===== src/logic/mam_pkg.sv =====
// Purpose: shared types and constants of the code/data address mapper
// Assumes: a single aclk domain; AXI4-Lite register access
// Notes:   register indices are word indices, byte address = 4 * index
package mam_pkg;

  // ==========================================================
  // Access spaces and physical regions
  typedef enum logic [1:0] {MAM_CODE, MAM_DATA, MAM_SFR} mam_space_t;
  typedef enum logic [2:0] {
    MAM_RG_ROM, MAM_RG_RAM, MAM_RG_CRU, MAM_RG_RSVD, MAM_RG_USER, MAM_RG_EXTMEM
  } mam_region_t;

  // ==========================================================
  // Mapper slots; a higher slot wins within one space
  localparam int MAM_NMAP  = 4;
  localparam int MAM_ROM_ID = 0;
  localparam int MAM_C1_ID = 1;
  localparam int MAM_C2_ID = 2;
  localparam int MAM_D0_ID = 3;

  // ==========================================================
  // Register indices
  localparam logic [15:0] MAM_IDX_ROM_TAR = 16'hff00;
  localparam logic [15:0] MAM_IDX_ROM_ALT = 16'hff01;
  localparam logic [15:0] MAM_IDX_C1_BASE = 16'hff02;
  localparam logic [15:0] MAM_IDX_C2_BASE = 16'hff08;
  localparam logic [15:0] MAM_IDX_D0_TAR  = 16'hff0e;
  localparam logic [15:0] MAM_IDX_LAST_PA = 16'hff20;
  localparam logic [15:0] MAM_IDX_LAST_IN = 16'hff21;
  // Field bytes of a programmable code mapper, relative to its base
  localparam logic [3:0]  MAM_OFS_TAR0 = 4'h0;
  localparam logic [3:0]  MAM_OFS_TAR1 = 4'h1;
  localparam logic [3:0]  MAM_OFS_TAR2 = 4'h2;
  localparam logic [3:0]  MAM_OFS_SRC  = 4'h3;
  localparam logic [3:0]  MAM_OFS_CTL  = 4'h4;
  localparam logic [3:0]  MAM_OFS_ALT  = 4'h5;
  localparam int          MAM_CTL_EN   = 5;
  localparam int          MAM_NCFG     = 15;
  localparam logic [7:0]  MAM_RST_BYTE = 8'h00;

  // ==========================================================
  // Zone sizes and fixed targets (target bits 15:0 of the 24)
  localparam logic [4:0]  MAM_SIZE_MIN = 5'h08;
  localparam logic [4:0]  MAM_SIZE_MAX = 5'h10;
  localparam logic [4:0]  MAM_ROM_SIZE = 5'h0a;
  localparam logic [4:0]  MAM_RAM_SIZE = 5'h10;
  localparam logic [15:0] MAM_ROM_TGT  = 16'h0000;
  localparam logic [15:0] MAM_RAM_TGT  = 16'h0100;

  // ==========================================================
  // Physical region lower bounds on bits 23:0
  localparam logic [23:0] MAM_PA_RAM  = 24'h010000;
  localparam logic [23:0] MAM_PA_CRU  = 24'h020000;
  localparam logic [23:0] MAM_PA_RSVD = 24'h030000;
  localparam logic [23:0] MAM_PA_USER = 24'h100000;
  localparam logic [23:0] MAM_PA_EXT  = 24'h800000;

  // ==========================================================
  // Last-access info layout and bus responses
  localparam int         MAM_IN_SEEN = 0;
  localparam int         MAM_IN_SRC  = 1;
  localparam int         MAM_IN_RG   = 3;
  localparam logic [1:0] MAM_RESP_OKAY   = 2'h0;
  localparam logic [1:0] MAM_RESP_DECERR = 2'h3;

endpackage


===== src/logic/mam_map_if.sv =====
// Purpose: bundle between the mapper top and one zone comparator
// Assumes: purely combinational traffic on aclk
// Notes:   cfg side drives settings and the access, cmp side answers
`timescale 1ns/100ps
interface mam_map_if;
  import mam_pkg::*;
  logic [7:0]  zone;
  logic [4:0]  size;
  logic [23:0] target;
  logic        en;
  logic        always_hit;
  logic [15:0] addr;
  mam_space_t  space;
  logic        hit;
  logic [31:0] phys;
  modport cfg (output zone, size, target, en, always_hit, addr, space,
               input hit, phys);
  modport cmp (input zone, size, target, en, always_hit, addr, space,
               output hit, phys);
endinterface


===== src/logic/mam_mapper.sv =====
// Purpose: translate core logical code/data accesses to 32-bit addresses
// Assumes: core signals come from logic on aclk; AXI4-Lite registers
// Notes:   one bus cycle pulse per forwarded access, one cycle later
`timescale 1ns/100ps

module mam_mapper
  import mam_pkg::*;
#(
  parameter int ADDR_W = 18
) (
  // Clock and reset
  input  logic              aclk,
  input  logic              aresetn,
  // AXI4-Lite write channels
  input  logic [ADDR_W-1:0] awaddr,
  input  logic              awvalid,
  output logic              awready,
  input  logic [31:0]       wdata,
  input  logic [3:0]        wstrb,
  input  logic              wvalid,
  output logic              wready,
  output logic [1:0]        bresp,
  output logic              bvalid,
  input  logic              bready,
  // AXI4-Lite read channels
  input  logic [ADDR_W-1:0] araddr,
  input  logic              arvalid,
  output logic              arready,
  output logic [31:0]       rdata,
  output logic [1:0]        rresp,
  output logic              rvalid,
  input  logic              rready,
  // Core access
  input  logic              core_req,
  input  mam_space_t        core_space,
  input  logic              core_opcode,
  input  logic              core_internal,
  input  logic [15:0]       core_addr,
  // System bus address
  output logic              bus_valid,
  output logic [31:0]       bus_addr,
  output logic [1:0]        bus_src,
  output mam_region_t       bus_region
);

  // ==========================================================
  // Register file
  logic [7:0]  cfg_reg [MAM_NCFG];
  logic [31:0] last_pa_reg;
  logic [7:0]  last_in_reg;

  // Slot of a configuration index inside cfg_reg
  function automatic int slot(input logic [15:0] idx);
    return int'(idx - MAM_IDX_ROM_TAR);
  endfunction

  function automatic logic [15:0] idx_of(input logic [ADDR_W-1:0] a);
    return 16'(a >> 2);
  endfunction

  function automatic logic is_cfg(input logic [15:0] idx);
    return (idx >= MAM_IDX_ROM_TAR) && (idx <= MAM_IDX_D0_TAR);
  endfunction

  function automatic logic is_stat(input logic [15:0] idx);
    return (idx == MAM_IDX_LAST_PA) || (idx == MAM_IDX_LAST_IN);
  endfunction

  // ==========================================================
  // Write channel: address and data taken in either order
  logic        aw_got_reg;
  logic        w_got_reg;
  logic [15:0] aw_idx_reg;
  logic [7:0]  wbyte_reg;
  logic        wlane_reg;
  logic        bvalid_reg;
  logic [1:0]  bresp_reg;
  logic        aw_have;
  logic        w_have;
  logic        wr_go;
  logic [15:0] wr_idx;
  logic [7:0]  wr_byte;
  logic        wr_lane;

  assign awready = !aw_got_reg && !bvalid_reg;
  assign wready  = !w_got_reg && !bvalid_reg;
  assign aw_have = aw_got_reg || (awvalid && awready);
  assign w_have  = w_got_reg || (wvalid && wready);
  assign wr_go   = aw_have && w_have && !bvalid_reg;
  assign wr_idx  = aw_got_reg ? aw_idx_reg : idx_of(awaddr);
  assign wr_byte = w_got_reg ? wbyte_reg : wdata[7:0];
  assign wr_lane = w_got_reg ? wlane_reg : wstrb[0];
  assign bvalid  = bvalid_reg;
  assign bresp   = bresp_reg;

  // Hold whichever half arrived first until the other joins it
  always_ff @(posedge aclk) begin
    if (!aresetn) begin
      aw_got_reg <= 1'b0;
      w_got_reg  <= 1'b0;
      aw_idx_reg <= 16'h0000;
      wbyte_reg  <= 8'h00;
      wlane_reg  <= 1'b0;
    end else if (wr_go) begin
      aw_got_reg <= 1'b0;
      w_got_reg  <= 1'b0;
    end else begin
      if (awvalid && awready) begin
        aw_got_reg <= 1'b1;
        aw_idx_reg <= idx_of(awaddr);
      end
      if (wvalid && wready) begin
        w_got_reg <= 1'b1;
        wbyte_reg <= wdata[7:0];
        wlane_reg <= wstrb[0];
      end
    end
  end

  // Write response; status words are read-only and ignore writes
  always_ff @(posedge aclk) begin
    if (!aresetn) begin
      bvalid_reg <= 1'b0;
      bresp_reg  <= MAM_RESP_OKAY;
    end else if (wr_go) begin
      bvalid_reg <= 1'b1;
      bresp_reg  <= (is_cfg(wr_idx) || is_stat(wr_idx)) ? MAM_RESP_OKAY
                                                        : MAM_RESP_DECERR;
    end else if (bready) begin
      bvalid_reg <= 1'b0;
    end
  end

  // Configuration bytes; programmable mappers come up disabled
  always_ff @(posedge aclk) begin
    if (!aresetn) begin
      for (int i = 0; i < MAM_NCFG; i++) begin
        cfg_reg[i] <= MAM_RST_BYTE;
      end
    end else if (wr_go && wr_lane && is_cfg(wr_idx)) begin
      cfg_reg[slot(wr_idx)] <= wr_byte;
    end
  end

  // ==========================================================
  // Read channel: one read at a time
  logic        rvalid_reg;
  logic [31:0] rdata_reg;
  logic [1:0]  rresp_reg;
  logic [15:0] rd_idx;

  assign arready = !rvalid_reg;
  assign rvalid  = rvalid_reg;
  assign rdata   = rdata_reg;
  assign rresp   = rresp_reg;
  assign rd_idx  = idx_of(araddr);

  // Unmapped words read as zero with a decode error
  always_ff @(posedge aclk) begin
    if (!aresetn) begin
      rvalid_reg <= 1'b0;
      rdata_reg  <= 32'h00000000;
      rresp_reg  <= MAM_RESP_OKAY;
    end else if (arvalid && arready) begin
      rvalid_reg <= 1'b1;
      rresp_reg  <= MAM_RESP_OKAY;
      if (is_cfg(rd_idx)) begin
        rdata_reg <= {24'h000000, cfg_reg[slot(rd_idx)]};
      end else if (rd_idx == MAM_IDX_LAST_PA) begin
        rdata_reg <= last_pa_reg;
      end else if (rd_idx == MAM_IDX_LAST_IN) begin
        rdata_reg <= {24'h000000, last_in_reg};
      end else begin
        rdata_reg <= 32'h00000000;
        rresp_reg <= MAM_RESP_DECERR;
      end
    end else if (rready) begin
      rvalid_reg <= 1'b0;
    end
  end

  // ==========================================================
  // Mapper settings
  mam_map_if mif [MAM_NMAP] ();
  logic [MAM_NMAP-1:0] hit_w;
  logic [31:0]         phys_w [MAM_NMAP];
  logic [7:0]          rom_top;

  // Top byte tells opcode fetches from operand fetches when debugging
  assign rom_top = core_opcode ? cfg_reg[slot(MAM_IDX_ROM_ALT)]
                               : cfg_reg[slot(MAM_IDX_ROM_TAR)];

  // ROM mapper: 1K zone matched everywhere, so 64 copies
  assign mif[MAM_ROM_ID].zone       = 8'h00;
  assign mif[MAM_ROM_ID].size       = MAM_ROM_SIZE;
  assign mif[MAM_ROM_ID].target     = {rom_top, MAM_ROM_TGT};
  assign mif[MAM_ROM_ID].en         = 1'b1;
  assign mif[MAM_ROM_ID].always_hit = 1'b1;

  // RAM data mapper: whole data space onto the on-chip RAM
  assign mif[MAM_D0_ID].zone       = 8'h00;
  assign mif[MAM_D0_ID].size       = MAM_RAM_SIZE;
  assign mif[MAM_D0_ID].target     = {cfg_reg[slot(MAM_IDX_D0_TAR)],
                                      MAM_RAM_TGT};
  assign mif[MAM_D0_ID].en         = 1'b1;
  assign mif[MAM_D0_ID].always_hit = 1'b1;

  // Programmable code mappers share one register layout
  for (genvar g = MAM_C1_ID; g <= MAM_C2_ID; g++) begin : g_prog
    localparam logic [15:0] B = (g == MAM_C1_ID) ? MAM_IDX_C1_BASE
                                                 : MAM_IDX_C2_BASE;
    logic [7:0] ctl;
    logic [7:0] top;
    assign ctl = cfg_reg[slot(B + 16'(MAM_OFS_CTL))];
    assign top = core_opcode ? cfg_reg[slot(B + 16'(MAM_OFS_ALT))]
                             : cfg_reg[slot(B + 16'(MAM_OFS_TAR2))];
    assign mif[g].zone       = cfg_reg[slot(B + 16'(MAM_OFS_SRC))];
    assign mif[g].size       = ctl[4:0];
    assign mif[g].target     = {top,
                                cfg_reg[slot(B + 16'(MAM_OFS_TAR1))],
                                cfg_reg[slot(B + 16'(MAM_OFS_TAR0))]};
    assign mif[g].en         = ctl[MAM_CTL_EN];
    assign mif[g].always_hit = 1'b0;
  end

  // ==========================================================
  // Comparators, one per mapper
  for (genvar g = 0; g < MAM_NMAP; g++) begin : g_map
    assign mif[g].addr  = core_addr;
    assign mif[g].space = core_space;
    assign hit_w[g]     = mif[g].hit;
    assign phys_w[g]    = mif[g].phys;
    mam_zone_cmp #(
      .MAP_SPACE ((g == MAM_D0_ID) ? MAM_DATA : MAM_CODE)
    ) u_cmp (
      .m (mif[g])
    );
  end

  // ==========================================================
  // Priority: the last hit in slot order wins
  logic        sel_hit;
  logic [1:0]  sel_id;
  logic [31:0] sel_pa;

  always_comb begin
    sel_hit = 1'b0;
    sel_id  = 2'h0;
    sel_pa  = 32'h00000000;
    for (int i = 0; i < MAM_NMAP; i++) begin
      if (hit_w[i]) begin
        sel_hit = 1'b1;
        sel_id  = 2'(i);
        sel_pa  = phys_w[i];
      end
    end
  end

  // Region as dedicated resources see it: only bits 23:0 count
  function automatic mam_region_t region_of(input logic [23:0] pa);
    if (pa >= MAM_PA_EXT) begin
      return MAM_RG_EXTMEM;
    end
    if (pa >= MAM_PA_USER) begin
      return MAM_RG_USER;
    end
    if (pa >= MAM_PA_RSVD) begin
      return MAM_RG_RSVD;
    end
    if (pa >= MAM_PA_CRU) begin
      return MAM_RG_CRU;
    end
    if (pa >= MAM_PA_RAM) begin
      return MAM_RG_RAM;
    end
    return MAM_RG_ROM;
  endfunction

  // ==========================================================
  // Bus outputs; internal accesses and SFRs never reach the bus
  logic        go;
  logic        bus_valid_reg;
  logic [31:0] bus_addr_reg;
  logic [1:0]  bus_src_reg;
  mam_region_t bus_region_reg;

  assign go = core_req && !core_internal && sel_hit;

  always_ff @(posedge aclk) begin
    if (!aresetn) begin
      bus_valid_reg  <= 1'b0;
      bus_addr_reg   <= 32'h00000000;
      bus_src_reg    <= 2'h0;
      bus_region_reg <= MAM_RG_ROM;
    end else begin
      bus_valid_reg <= go;
      if (go) begin
        bus_addr_reg   <= sel_pa;
        bus_src_reg    <= sel_id;
        bus_region_reg <= region_of(sel_pa[23:0]);
      end
    end
  end

  assign bus_valid  = bus_valid_reg;
  assign bus_addr   = bus_addr_reg;
  assign bus_src    = bus_src_reg;
  assign bus_region = bus_region_reg;

  // Last forwarded access, for software to inspect
  always_ff @(posedge aclk) begin
    if (!aresetn) begin
      last_pa_reg <= 32'h00000000;
      last_in_reg <= 8'h00;
    end else if (go) begin
      last_pa_reg                          <= sel_pa;
      last_in_reg[MAM_IN_SEEN]             <= 1'b1;
      last_in_reg[MAM_IN_SRC+:2]           <= sel_id;
      last_in_reg[MAM_IN_RG+:3]            <= region_of(sel_pa[23:0]);
    end
  end
endmodule


===== src/logic/mam_zone_cmp.sv =====
// Purpose: one address mapper: zone compare and address translation
// Assumes: size programmed 8..16; out-of-range values are clamped
// Notes:   combinational; the top picks among several of these
`timescale 1ns/100ps
module mam_zone_cmp
  import mam_pkg::*;
#(
  parameter mam_space_t MAP_SPACE = MAM_CODE
) (
  // Settings and access in, hit and address out
  mam_map_if.cmp m
);

  logic [4:0]  size_c;
  logic [15:0] mask16;
  logic [7:0]  msk;
  logic        same_zone;

  // ==========================================================
  // Mask from zone size; clamping keeps a bad size from going wild
  always_comb begin
    size_c = m.size;
    if (size_c < MAM_SIZE_MIN) begin
      size_c = MAM_SIZE_MIN;
    end
    if (size_c > MAM_SIZE_MAX) begin
      size_c = MAM_SIZE_MAX;
    end
  end

  assign mask16 = 16'((17'h00001 << size_c) - 17'h00001);
  assign msk    = mask16[15:8];

  // ==========================================================
  // Compare upper byte only, masked bits ignored
  assign same_zone = ((m.addr[15:8] ^ m.zone) & ~msk) == 8'h00;
  assign m.hit = (m.space == MAP_SPACE) && m.en
                 && (m.always_hit || same_zone);

  // Target on 31:8, masked logical bits and low byte pass through
  assign m.phys = {m.target[23:8],
                   (m.target[7:0] & ~msk) | (m.addr[15:8] & msk),
                   m.addr[7:0]};

endmodule


===== config.mk =====
export PLATFORM = sky130hd
export DESIGN_NAME = mam_mapper
export DESIGN_NICKNAME = d
export VERILOG_FILES = /design/src/logic/mam_pkg.sv /design/src/logic/mam_map_if.sv /design/src/logic/mam_mapper.sv /design/src/logic/mam_zone_cmp.sv
export SDC_FILE = /design/constraint.sdc
export NUM_CORES = 1
export LEC_CHECK = 0
export BUFFER_PORTS_ARGS = -buffer_cell sky130_fd_sc_hd__buf_2
export CORE_MARGIN = 10
export CORE_UTILIZATION = 57
export DETAILED_ROUTE_END_ITERATION = 16
export PLACE_DENSITY = 0.83
export SYNTH_ARGS = -nofsm -noshare
export SYNTH_HDL_FRONTEND = slang
export SYNTH_SLANG_ARGS = --single-unit

===== constraint.sdc =====
create_clock -name aclk -period 2.95 [get_ports aclk]
set_clock_uncertainty 0.05 [all_clocks]
set_input_delay 0.1475 -clock aclk [delete_from_list [all_inputs] [get_ports aclk]]
set_output_delay 0.1475 -clock aclk [all_outputs]
set_load 0.05 [all_outputs]

Word level (Yosys, flattened, before mapping)
Memories as Yosys holds them, arrays and structs flattened.
Index checks and enable logic that the tools add are counted.
Word-level totals
  bits in registers: 109
  memory bits (writable): 120
  bits of input ports: 100
  memories kept: 1
Operators by class
  add/subtract/negate cells: 4
  order comparisons: 13
  eq/ne operators: 5
  shift operators: 2
  mux-type cells: 76
  bitwise operators: 14
  reduce and logical (&&, ||, !) cells: 35
Memories
  cfg_reg: depth 15, width 8, rd ports 16, clocked after Yosys merged registers in 0, wr ports 15, line mam_mapper.sv:48  | logic [7:0] cfg_reg [MAM_NCFG];
Operators by type and width (count)
  2-to-1 mux 32 bit: 6
  equality test 16 bit, second input constant: 4
  bitwise AND 8 bit: 6
  greater-or-equal comparator 24 x 18 -> 1 bit, second input constant: 2
  2-to-1 mux 1 bit: 40
  2-to-1 mux 8 bit: 5
  2-to-1 mux 3 bit: 12
  greater-or-equal comparator 16 bit, second input constant: 2
  less-or-equal comparator 16 bit, second input constant: 2
  << shifter 1 x 5 -> 16 bit, first input constant: 2
  subtractor 16 x 1 -> 16 bit, second input constant: 2
  greater-or-equal comparator 24 x 17 -> 1 bit, second input constant: 1
  greater-or-equal comparator 24 x 21 -> 1 bit, second input constant: 1
  greater-or-equal comparator 24 bit, second input constant: 1
  2-to-1 mux 5 bit: 4
  logical AND 1 bit: 17
  zero test 8 bit: 2
  2-to-1 mux 16 bit: 1
  inverter 8 bit: 2
  OR 8 bit: 2
  bitwise XOR 8 bit: 2
  2-to-1 mux 2 bit: 6
  > comparator 5 bit, second input constant: 2
  less-than comparator 5 x 4 -> 1 bit, second input constant: 2
  12 further kinds: 23

Logic depth before layout (Yosys ltp)
Gate-level depths: netlist of run 1.
An unclocked memory read counts as a cell.
  depth after elaboration: 41
  gate-level depth with buffers: 10
  mapped depth without buffers: 7

Cells and area by module
A second synthesis of run 1 with hierarchy kept.
Second synthesis, totals
  cell total of the unflattened synthesis: 1248
  area, all modules: 13131.3 µm²
Modules (own cells, without submodules)
  mam_mapper: times used 1, cells each 999, area an instance 11179.5 µm²
  mam_zone_cmp at g_map[0].u_cmp ...: times used 3, cells each 62, area an instance 485.5 µm²
  mam_zone_cmp at g_map[3].u_cmp: times used 1, cells each 63, area an instance 495.5 µm²

Least setup slack after synthesis of run 1
OpenSTA, ideal clock, no wires.
  kind: register -> register
  from: register aw_got_reg
  to: memory cfg_reg[1][0], enable pin
  setup time: 329 ps
  arrival: 1887 ps
  path slack: 684 ps
  cell stages (with the launch flop): 9
  period minus slack after synthesis: 2266 ps
  cells stage by stage: dfxtp_1 -> nand2b_1 -> o22ai_1 -> a221o_1 -> nor3_1 -> and2_1 -> clkbuf_1 -> nand2_1 -> nand2_1
RTL lines
  from (decl): line mam_mapper.sv:71  | logic aw_got_reg;
  from (signal assigned): line mam_mapper.sv:99  | aw_got_reg <= 1'b0;
  from (signal assigned): line mam_mapper.sv:105  | aw_got_reg <= 1'b0;
  from (signal assigned): line mam_mapper.sv:109  | aw_got_reg <= 1'b1;
  to (decl): line mam_mapper.sv:48

==> impl_metrics.json, run 1 <==
{
  "outcome": "finished, final reports clean",
  "powerDensity_nw_per_um2": 559,
  "slowest_stage": "dfxtp_1",
  "first_iter_violations": 1033,
  "synth_area_sq_um": 11200,
  "viasPerCell": 6.19,
  "crit_path_frequent_cell": "nand2_1",
  "synthTopCellsByArea": "edfxtp_1, dfxtp_1, mux4_2",
  "drv_cap": 0,
  "yosys_most_used_dff": "edfxtp_1",
  "avgSynthCellArea_sq_um": 11.3,
  "layout_setup_ws_ns": 0.236,
  "post_cts_buffers": 0,
  "first_pass_iters": 6,
  "grt_pass1_vias": 8898,
  "gp_congestion": 1.04,
  "fmax_ghz": 0.368,
  "crit_arrival_ns": 2.86,
  "grt_max_degree": 65,
  "coreArea_sq_um": 19300,
  "slew_headroom_pct": 49.3,
  "synth_edf_count": 128,
  "grt.busiest_layer": "met2",
  "critPathMaxStageDelay_ns": 0.53,
  "n_antenna_cell": 0,
  "grt_pass1_wl_mm": 53.1,
  "grt_use_met1_pct": 31.7,
  "finalCritPeriodShare_pct": 92.0,
  "clock-sinks": 230,
  "wl_per_cell_um": 23.8,
  "initial_core_util_pct": 57.7,
  "post-route-min-period_ns": 2.71,
  "path_cells": "buf_4 > nand2_1 > o22ai_1 > a221o_1 > nor3_1 > and2_1 > nand2_1 > nand2_1",
  "path_max_fanout": 15,
  "cts_buffer_depth": 3,
  "ys_seq_elements": 230,
  "routed_wl_mm": 34.8,
  "ant_nets": 0,
  "slew_violations": 0,
  "area_delta_synth_final_pct": 19.7,
  "cts_buffers": 24,
  "cp_top_family": "simple AND/OR/NAND/NOR gates",
  "gr-usage-met3_pct": 6.38,
  "grt_use_met2_pct": 42.6,
  "track_usage_pct": 26.3,
  "chipWidth_um": 160,
  "p_leak_nw": 5.42,
  "largest_reg_flops": 128,
  "critPathKind": "flip-flop to flip-flop",
  "yosysTopAreaCellShare_pct": 34.5,
  "setup_violations": 0,
  "io_pins": 179,
  "worst-path-buf-inv": 1,
  "cts_tree": "built",
  "die_h_um": 160,
  "synth_commonest_cells": "nor2_1, edfxtp_1, dfxtp_1",
  "overflow": 0,
  "ys_types": 75,
  "die_area_sq_um": 25600,
  "drc": 0,
  "num-nets-final": 1277,
  "port_buffers": 147,
  "yosysSeqAreaShare_pct": 52.8,
  "place_ws_ns": 0.231,
  "h-tree-depth": 1,
  "cts_root_buf": "clkbuf_16",
  "dp_hpwl_mm": 25.1,
  "antenna_found_initial": 0,
  "ir_drop_uv": 616,
  "tightest_slew_ns": 0.760,
  "endpoint_kind": "flip-flop",
  "hold_violations": 0,
  "cp-start-kind": "flip-flop",
  "clkLatencyLatePin_ns": 0.53,
  "rows": 51,
  "dr_total_vias": 9032,
  "rsz0062_at_grt": "no",
  "drive_gt1_share_pct": 28.6,
  "synth_most_common_cell": "nor2_1",
  "clk_pin_slew_ns": 0.06,
  "final.setup.tns_ns": 0,
  "hp-class": "input port to flip-flop",
  "yosys.area.top_type": "edfxtp_1",
  "netlist_instances": 987,
  "worstPathRequired_ns": 3.09,
  "yosysWarningCount": 0,
  "synthArstFlopShare_pct": 0
}
[per-layer routing]
metal  routed length (um)  vias up  share of wire (%)
met3                 3690      126                 11
met4                 1960        0                5.6
met1                12900     4347                 37
met2                16200      556                 47
li1                     -     4003                  -
met5                    0        -                  0
[logic make-up (layout without fill, tap and decap cells)]
kind of cell / after synthesis / after routing / synth area share, %
DFF: 230 / 230 / 52.8
buffers and inverters: 105 / 305 / 5.10
and+or+nand+nor: 344 / 344 / 13.9
muxes: 108 / 108 / 14.4
AOI/OAI and AO/OA: 183 / 183 / 12.5
xor gates and xnor gates: 16 / 16 / 1.26
other: 1 / 8 / 0.0336
[layout make-up]
class                      count  area (sq um)
clock buffer                  29           619
tap                          265           332
sequential                   230          5890
fill                        1386          5990
inverter                      28           105
clock inverter                14           129
timing repair buffer         234          1540
multi-input combinational    659          4740
[power breakdown]
group | switching [mW] | internal [mW]
logic | 0.596 | 0.346
registers | 0.118 | 3.50
clock network | 1.23 | 1.67
total | 1.95 | 5.51
[worst paths after layout]
check | from | end | slack [ns] | cells after the start
setup / recovery | aw_got_reg | cfg_reg[13][2] | 0.24 | 8
hold / removal | core_space[0] | last_in_reg[2] | 0.04 | 3
setup reg to reg | aw_got_reg | cfg_reg[13][2] | 0.24 | 8
hold reg to reg | last_pa_reg[4] | last_pa_reg[4] | 0.43 | 2
[per-stage QoR]
step	cell area (sq um)	power, mW	util [%]	hold slack, ns	cells
after floorplan	11200	4.23	-	0.195	994
after global placement	12100	4.53	62.8	0.286	1371
after detailed placement	12100	4.55	62.8	0.286	1371
after CTS	13300	7.46	69.0	0.00984	1459
after global routing	13300	7.69	69.0	0.0453	1459
final	13300	7.46	69.0	0.0414	1459
[cells in the final DEF, fill, tap and decap left out, types with 4 or more instances in the layout]
cell             n
xnor2_1         10
a31oi_1         13
conb_1           8
a21o_1           4
o21ai_0         33
o32ai_1          5
o211ai_1         9
dfxtp_1        102
xor2_1           6
dlygate4sd3_1   45
edfxtp_1       128
buf_4           39
clkinv_1         6
a31o_2           4
buf_2          147
clkbuf_1         5
mux2i_1         48
nor2_2          21
mux2_2          20
clkbuf_16       24
a32oi_1          4
mux4_2          40
nand3_1         17
a22oi_2         20
nand4_1          4
nor3_1           9
nor2_1         188
a22o_1           8
o22ai_1          5
a22oi_1          6
a221oi_1        23
nor2b_1          6
inv_1           27
a21oi_1         23
nand2_1         68
[tightest hold or removal path: cells and delay by family]
family	cells	cell delay (ns)
simple gates	2	0.19
buf+inv	1	0.24
[repair_timing]
action,CTS,global route
endpoints found under the hold margin,44,0
hold buffers,45,0
gates resized for setup,0,1
setup endpoints to repair,0,8
(Power assumes the default switching activity.)
==> run 2: changes to the inputs <==
--- a/config.mk
+++ b/config.mk
@@ -5,7 +5,9 @@
 export SDC_FILE = /design/constraint.sdc
 export NUM_CORES = 1
 export LEC_CHECK = 0
+export ABC_AREA = 1
 export BUFFER_PORTS_ARGS = -buffer_cell sky130_fd_sc_hd__buf_2
+export CORE_ASPECT_RATIO = 2
 export CORE_MARGIN = 10
 export CORE_UTILIZATION = 57
 export DETAILED_ROUTE_END_ITERATION = 16
==> run 2 against run 1 <==
- first-iteration DRC count increased by 20%
- hold slack got worse by 0.020 ns
- final cell count increased by 28%
- critical path depth increased by 7
- maximum frequency decreased by 6.4%
- sequential share of layout area decreased by 0.86 points
- routed wire length increased by 9.0%
- combinational power increased by 45%
- critical path type unchanged
==> impl_metrics.json, run 2 <==
{
  "ys_seq_elements": 230,
  "slew_violations": 0,
  "synth_edf_count": 128,
  "io_pins": 179,
  "power_mw": 7.82,
  "overflow": 0,
  "r2r_start": "cfg_reg[6][4]",
  "fmax_ghz": 0.345,
  "timing.hold.ws_ns": 0.0212,
  "cts_tree": "built",
  "rsz0062_at_grt": "yes",
  "synthArstFlopShare_pct": 0,
  "critPathKind": "flip-flop to flip-flop",
  "final_area_sq_um": 13600,
  "grt_pass1_vias": 10713,
  "whs_path_depth": 3,
  "post-route-min-period_ns": 2.90,
  "tightest_slew_ns": 1.01,
  "n_fill_cell": 1534,
  "port_buffers": 147,
  "hp-class": "input port to flip-flop",
  "cts_root_buf": "clkbuf_16",
  "worstReg2RegEnd": "last_pa_reg[24]",
  "yosysSeqAreaShare_pct": 52.3,
  "synth_commonest_cells": "nand2_1, nor2_1, edfxtp_1",
  "worstPathRequired_ns": 3.34,
  "place_ws_ns": 0.202,
  "synth_compound_area_share_pct": 15.6,
  "clk_pin_slew_ns": 0.07,
  "routed_wl_mm": 37.9,
  "r2r_slack_ns": 0.05,
  "first_iter_violations": 1244,
  "hold_violations": 0,
  "num-nets-final": 1699,
  "cts_buffer_depth": 3,
  "synth_top_family_by_area": "simple AND/OR/NAND/NOR gates",
  "yosysWarningCount": 0,
  "ir_drop_uv": 533,
  "muxShareOfSynthArea_pct": 0.278,
  "finalNonFillerCells": 1872,
  "synth_xor_area_share_pct": 0.935,
  "yosys.area_share.simple_pct": 23.9,
  "wl_per_cell_um": 20.2,
  "yosysTopAreaCellShare_pct": 34.2,
  "powerDensity_nw_per_um2": 574,
  "setup_violations": 0,
  "path_max_fanout": 15,
  "r2r_cells": 15,
  "slew_headroom_pct": 32.3,
  "drv_cap": 0,
  "post_cts_buffers": 0,
  "ys_types": 48,
  "die_area_sq_um": 26100,
  "final_common_cell": "nand2_1",
  "endpoint_kind": "flip-flop",
  "final_core_util_pct": 70.3,
  "drive_gt1_share_pct": 17.7,
  "yosys.area.top_type": "edfxtp_1",
  "final.setup.tns_ns": 0,
  "synthAdderAreaFrac_pct": 0,
  "coreArea_sq_um": 19400,
  "gp_congestion": 1.01,
  "min_to": "aw_got_reg",
  "p_leak_nw": 5.86,
  "antenna_found_initial": 0,
  "ant_nets": 0,
  "area_delta_synth_final_pct": 21.1,
  "clock-sinks": 230,
  "cts_buffers": 21,
  "cp-start-kind": "flip-flop",
  "initial_core_util_pct": 58.1,
  "outcome": "finished, final reports clean",
  "grt_pass1_wl_mm": 58.2,
  "viasPerCell": 5.75,
  "die_h_um": 219,
  "track_usage_pct": 28.3,
  "grt_max_degree": 58,
  "avgSynthCellArea_sq_um": 8.08,
  "clkLatencyLatePin_ns": 0.51,
  "synth_area_sq_um": 11200,
  "rows": 72,
  "h-tree-depth": 1,
  "synth_most_common_cell": "nand2_1",
  "synthTopCellsByArea": "edfxtp_1, dfxtp_1, nand2_1",
  "holdCritStartpoint": "awvalid",
  "n_antenna_cell": 0,
  "netlist_instances": 1391,
  "placed_cells": 1796,
  "largest_reg_flops": 128,
  "chipWidth_um": 119,
  "place_area_sq_um": 12500,
  "crit_arrival_ns": 3.29,
  "dr_total_vias": 10763,
  "yosys_most_used_dff": "edfxtp_1",
  "finalCritPeriodShare_pct": 98.3,
  "layout_setup_ws_ns": 0.0488,
  "layout_common_cells": "nand2_1, nor2_1, buf_2, edfxtp_1, o21ai_0",
  "drc": 0,
  "dp_hpwl_mm": 28.2,
  "first_pass_iters": 6
}
[run 2: changes by cell type in the layout (fill, tap and decap cells not counted), sizes merged, moves of 22 or more]
cell	previous run	this run
nand2	68	300
o21ai	34	131
inv	28	120
a21oi	23	92
mux2i	48	2
nor2	210	252
mux4	40	0
nand3	17	46
buf	189	211
[run 2: kinds of logic after synthesis]
| family | Yosys count |
|---|---|
| compound gates | 304 |
| xor+xnor | 12 |
| buf+inv | 195 |
| flops | 230 |
| mux | 3 |
| other cells | 1 |
| simple gates | 646 |
[run 2: final cells by class]
type / count / area, sq um / share of cell area (%)
Inverter: 123 / 462 / 3.39
Multi-Input combinational cell: 973 / 4640 / 34.1
Clock buffer: 27 / 588 / 4.32
Sequential cell: 230 / 5890 / 43.2
Timing Repair Buffer: 250 / 1610 / 11.8
Clock inverter: 10 / 111 / 0.818
Tap cell: 259 / 324 / 2.38
[run 2: layer usage]
layer / part of all wire, % / GRT usage, %
met5: 0 / 0
met4: 7.9 / 19.7
met3: 6.9 / 4.39
met2: 53 / 52.9
met1: 33 / 27.6
[run 2: worst max path at each step]
stage	slack, ns	start	cells past startpoint	to
global route	-0.05	cfg_reg[6][4]	15	last_pa_reg[24]
detailed placement	0.20	cfg_reg[6][4]	15	last_pa_reg[24]
finish	0.05	cfg_reg[6][4]	15	last_pa_reg[24]
CTS	0.18	cfg_reg[6][4]	15	last_pa_reg[24]
floorplan	0.02	bvalid	9	cfg_reg[4][0]
global placement	0.25	cfg_reg[6][4]	15	last_pa_reg[24]
[run 2: repair_timing]
action                                  CTS  global route
endpoints found under the setup margin    0             4
hold buffers                             39             0
gates resized for setup                   0             1
endpoints found under the hold margin    38             0
[run 2: where the power goes]
part | total, mW | leakage, nW | internal (mW) | switching [mW]
sequential | 3.66 | 2.15 | 3.56 | 0.101
combinational | 1.37 | 3.35 | 0.365 | 1.00
clock | 2.79 | 0.361 | 1.59 | 1.20
[run 2: worst max-delay path, stage by stage (launching register included)]
cell      delay [ns]
edfxtp_1        0.42
inv_2           0.16
nand2_1         0.10
o21bai_2        0.24
nand2_1         0.13
nand2_1         0.08
nand3_1         0.08
nor2_2          0.11
nand2_1         0.08
buf_4           0.19
o21ai_0         0.53
nor2_1          0.09
buf_4           0.16
o22ai_1         0.19
nand2_1         0.09
a21oi_1         0.12
==> run 3: changes to the inputs <==
--- a/config.mk
+++ b/config.mk
@@ -9,9 +9,10 @@
 export BUFFER_PORTS_ARGS = -buffer_cell sky130_fd_sc_hd__buf_2
 export CORE_ASPECT_RATIO = 2
 export CORE_MARGIN = 10
-export CORE_UTILIZATION = 57
+export CORE_UTILIZATION = 30
+export CTS_CLUSTER_SIZE = 16
 export DETAILED_ROUTE_END_ITERATION = 16
-export PLACE_DENSITY = 0.83
+export PLACE_DENSITY = 0.51
 export SYNTH_ARGS = -nofsm -noshare
 export SYNTH_HDL_FRONTEND = slang
 export SYNTH_SLANG_ARGS = --single-unit
==> run 3 against run 2 <==
- first-iteration DRC count is 61% lower
- count of clock-buffer cells in the layout is 6 higher
- global-route usage is 10 points lower
- worst setup slack better by 0.15 ns
- non-clock buffer count is 5 higher
- clock power is 7% higher
- cell area is 2.9% higher
- utilization is 33 points lower
- die area is 77% higher
- sequential share of layout area is 1.2 points lower
- via count is 4.7% lower
- highest routed layer unchanged
==> impl_metrics.json, run 3 (same netlist as run 2, synthesis figures left out) <==
{
  "cp_top_family": "simple AND/OR/NAND/NOR gates",
  "initial_core_util_pct": 30.3,
  "cts_buffer_depth": 3,
  "layout_common_cells": "nand2_1, nor2_1, buf_2, edfxtp_1, o21ai_0",
  "drc": 0,
  "clock-sinks": 230,
  "path_max_fanout": 8,
  "critPathMaxStageDelay_ns": 0.46,
  "powerDensity_nw_per_um2": 577,
  "worst-path-buf-inv": 2,
  "p_leak_nw": 5.93,
  "ir_drop_uv": 392,
  "crit_path_frequent_cell": "nand2_1",
  "endpoint_kind": "flip-flop",
  "die_area_sq_um": 46100,
  "wl_per_cell_um": 20.1,
  "largest_reg_flops": 128,
  "wl_met2_mm": 22.2,
  "grt_max_degree": 58,
  "ant_nets": 0,
  "slowest_stage": "edfxtp_1",
  "fmax_ghz": 0.363,
  "viasPerCell": 4.92,
  "worstPathRequired_ns": 3.38,
  "gp_congestion": 0.956,
  "slew_violations": 0,
  "outcome": "finished, final reports clean",
  "hp-class": "input port to flip-flop",
  "grt_pass1_vias": 10389,
  "num-nets-final": 1707,
  "area_delta_synth_final_pct": 24.6,
  "clk_pin_slew_ns": 0.06,
  "cts_root_buf": "clkbuf_16",
  "routed.top_layer": "met4",
  "slew_headroom_pct": 54.5,
  "routed_wl_mm": 41.8,
  "first_iter_violations": 484,
  "grt_pass1_wl_mm": 62.7,
  "dp_hpwl_mm": 32.9,
  "path_cells": "inv_1 > nand2_1 > nand2_1 > nand3_1 > nand2_1 > nand2_1 > nand2_1 > nor2_2 > nand2_1 > o21ai_1 > o21ai_0 > buf_4 > o21ai_0 > nand2_1 > a21oi_1",
  "final_common_cell": "nand2_1",
  "critPathKind": "flip-flop to flip-flop",
  "cp-start-kind": "flip-flop",
  "setup_violations": 0,
  "track_usage_pct": 18.0,
  "crit_arrival_ns": 3.19,
  "cts_tree": "built",
  "power_mw": 8.08,
  "dr_total_vias": 10260,
  "post-route-min-period_ns": 2.76,
  "n_antenna_cell": 0,
  "hold_violations": 0,
  "io_pins": 179,
  "final.setup.tns_ns": 0,
  "cts_buffers": 24,
  "drv_cap": 0,
  "drive_gt1_share_pct": 18.1,
  "finalCritPeriodShare_pct": 93.4,
  "first_pass_iters": 5,
  "antenna_found_initial": 0,
  "h-tree-depth": 1,
  "tightest_slew_ns": 0.682,
  "rows": 100,
  "die_h_um": 294,
  "overflow": 0,
  "wl_met1_mm": 14.1,
  "coreArea_sq_um": 37200,
  "rsz0062_at_grt": "no",
  "post_cts_buffers": 0,
  "chipWidth_um": 157,
  "clkLatencyLatePin_ns": 0.55,
  "port_buffers": 147,
  "wl_met3_mm": 2.28
}
run 3: stage by stage:
stage | cell area [sq um] | worst slack, ns | std cells | util [%] | hold WS, ns
floorplan | 11300 | 0.0158 | 1398 | - | 0.209
global placement | 12800 | 0.137 | 2000 | 34.5 | 0.299
detailed placement | 12800 | 0.100 | 2000 | 34.5 | 0.305
CTS | 14000 | 0.113 | 2084 | 37.7 | 0.0305
global route | 14000 | 0.000579 | 2084 | 37.7 | 0.0816
finish | 14000 | 0.194 | 2084 | 37.7 | 0.0421
run 3: routing by layer:
layer	up-vias	GRT usage [%]
li1	5083	-
met1	4723	17.2
met2	348	33.5
met3	106	2.85
met4	0	13.0
met5	-	0
run 3: path summary, 6_finish.rpt:
path,depth (start not counted),from,slack [ns],endpoint
setup reg to reg,15,cfg_reg[6][3],0.19,last_pa_reg[27]
hold / removal,5,araddr[9],0.04,rresp[0]
setup / recovery,15,cfg_reg[6][3],0.19,last_pa_reg[27]
hold reg to reg,2,rdata[3],0.41,rdata[3]
run 3: where the power goes:
part           switching, mW  total [mW]  internal [mW]  leakage, nW
registers             0.0996        3.66           3.56         2.15
logic                   1.04        1.44          0.402         3.39
clock network           1.30        2.98           1.68        0.386
total                   2.44        8.08           5.64         5.93
run 3: layout make-up:
type                            instances  area, sq um
Sequential cell                       230         5890
Multi-Input combinational cell        973         4630
Fill cell                            3824        23200
Clock inverter                         11         98.8
Timing Repair Buffer                  255         1700
Tap cell                              459          574
Inverter                              123          462
Clock buffer                           33          667
run 3: worst register-to-register path, cell delays in order (launching register included):
cell      delay, ns
edfxtp_1       0.46
inv_1          0.07
nand2_1        0.08
nand2_1        0.05
nand3_1        0.18
nand2_1        0.18
nand2_1        0.10
nand2_1        0.06
nor2_2         0.10
nand2_1        0.19
o21ai_1        0.42
o21ai_0        0.22
buf_4          0.18
o21ai_0        0.14
nand2_1        0.10
a21oi_1        0.12
run 3: repair_timing:
action,in CTS,in global routing
gates resized for setup,0,5
hold endpoints to repair,39,0
setup endpoints to repair,0,28
hold buffers,40,0
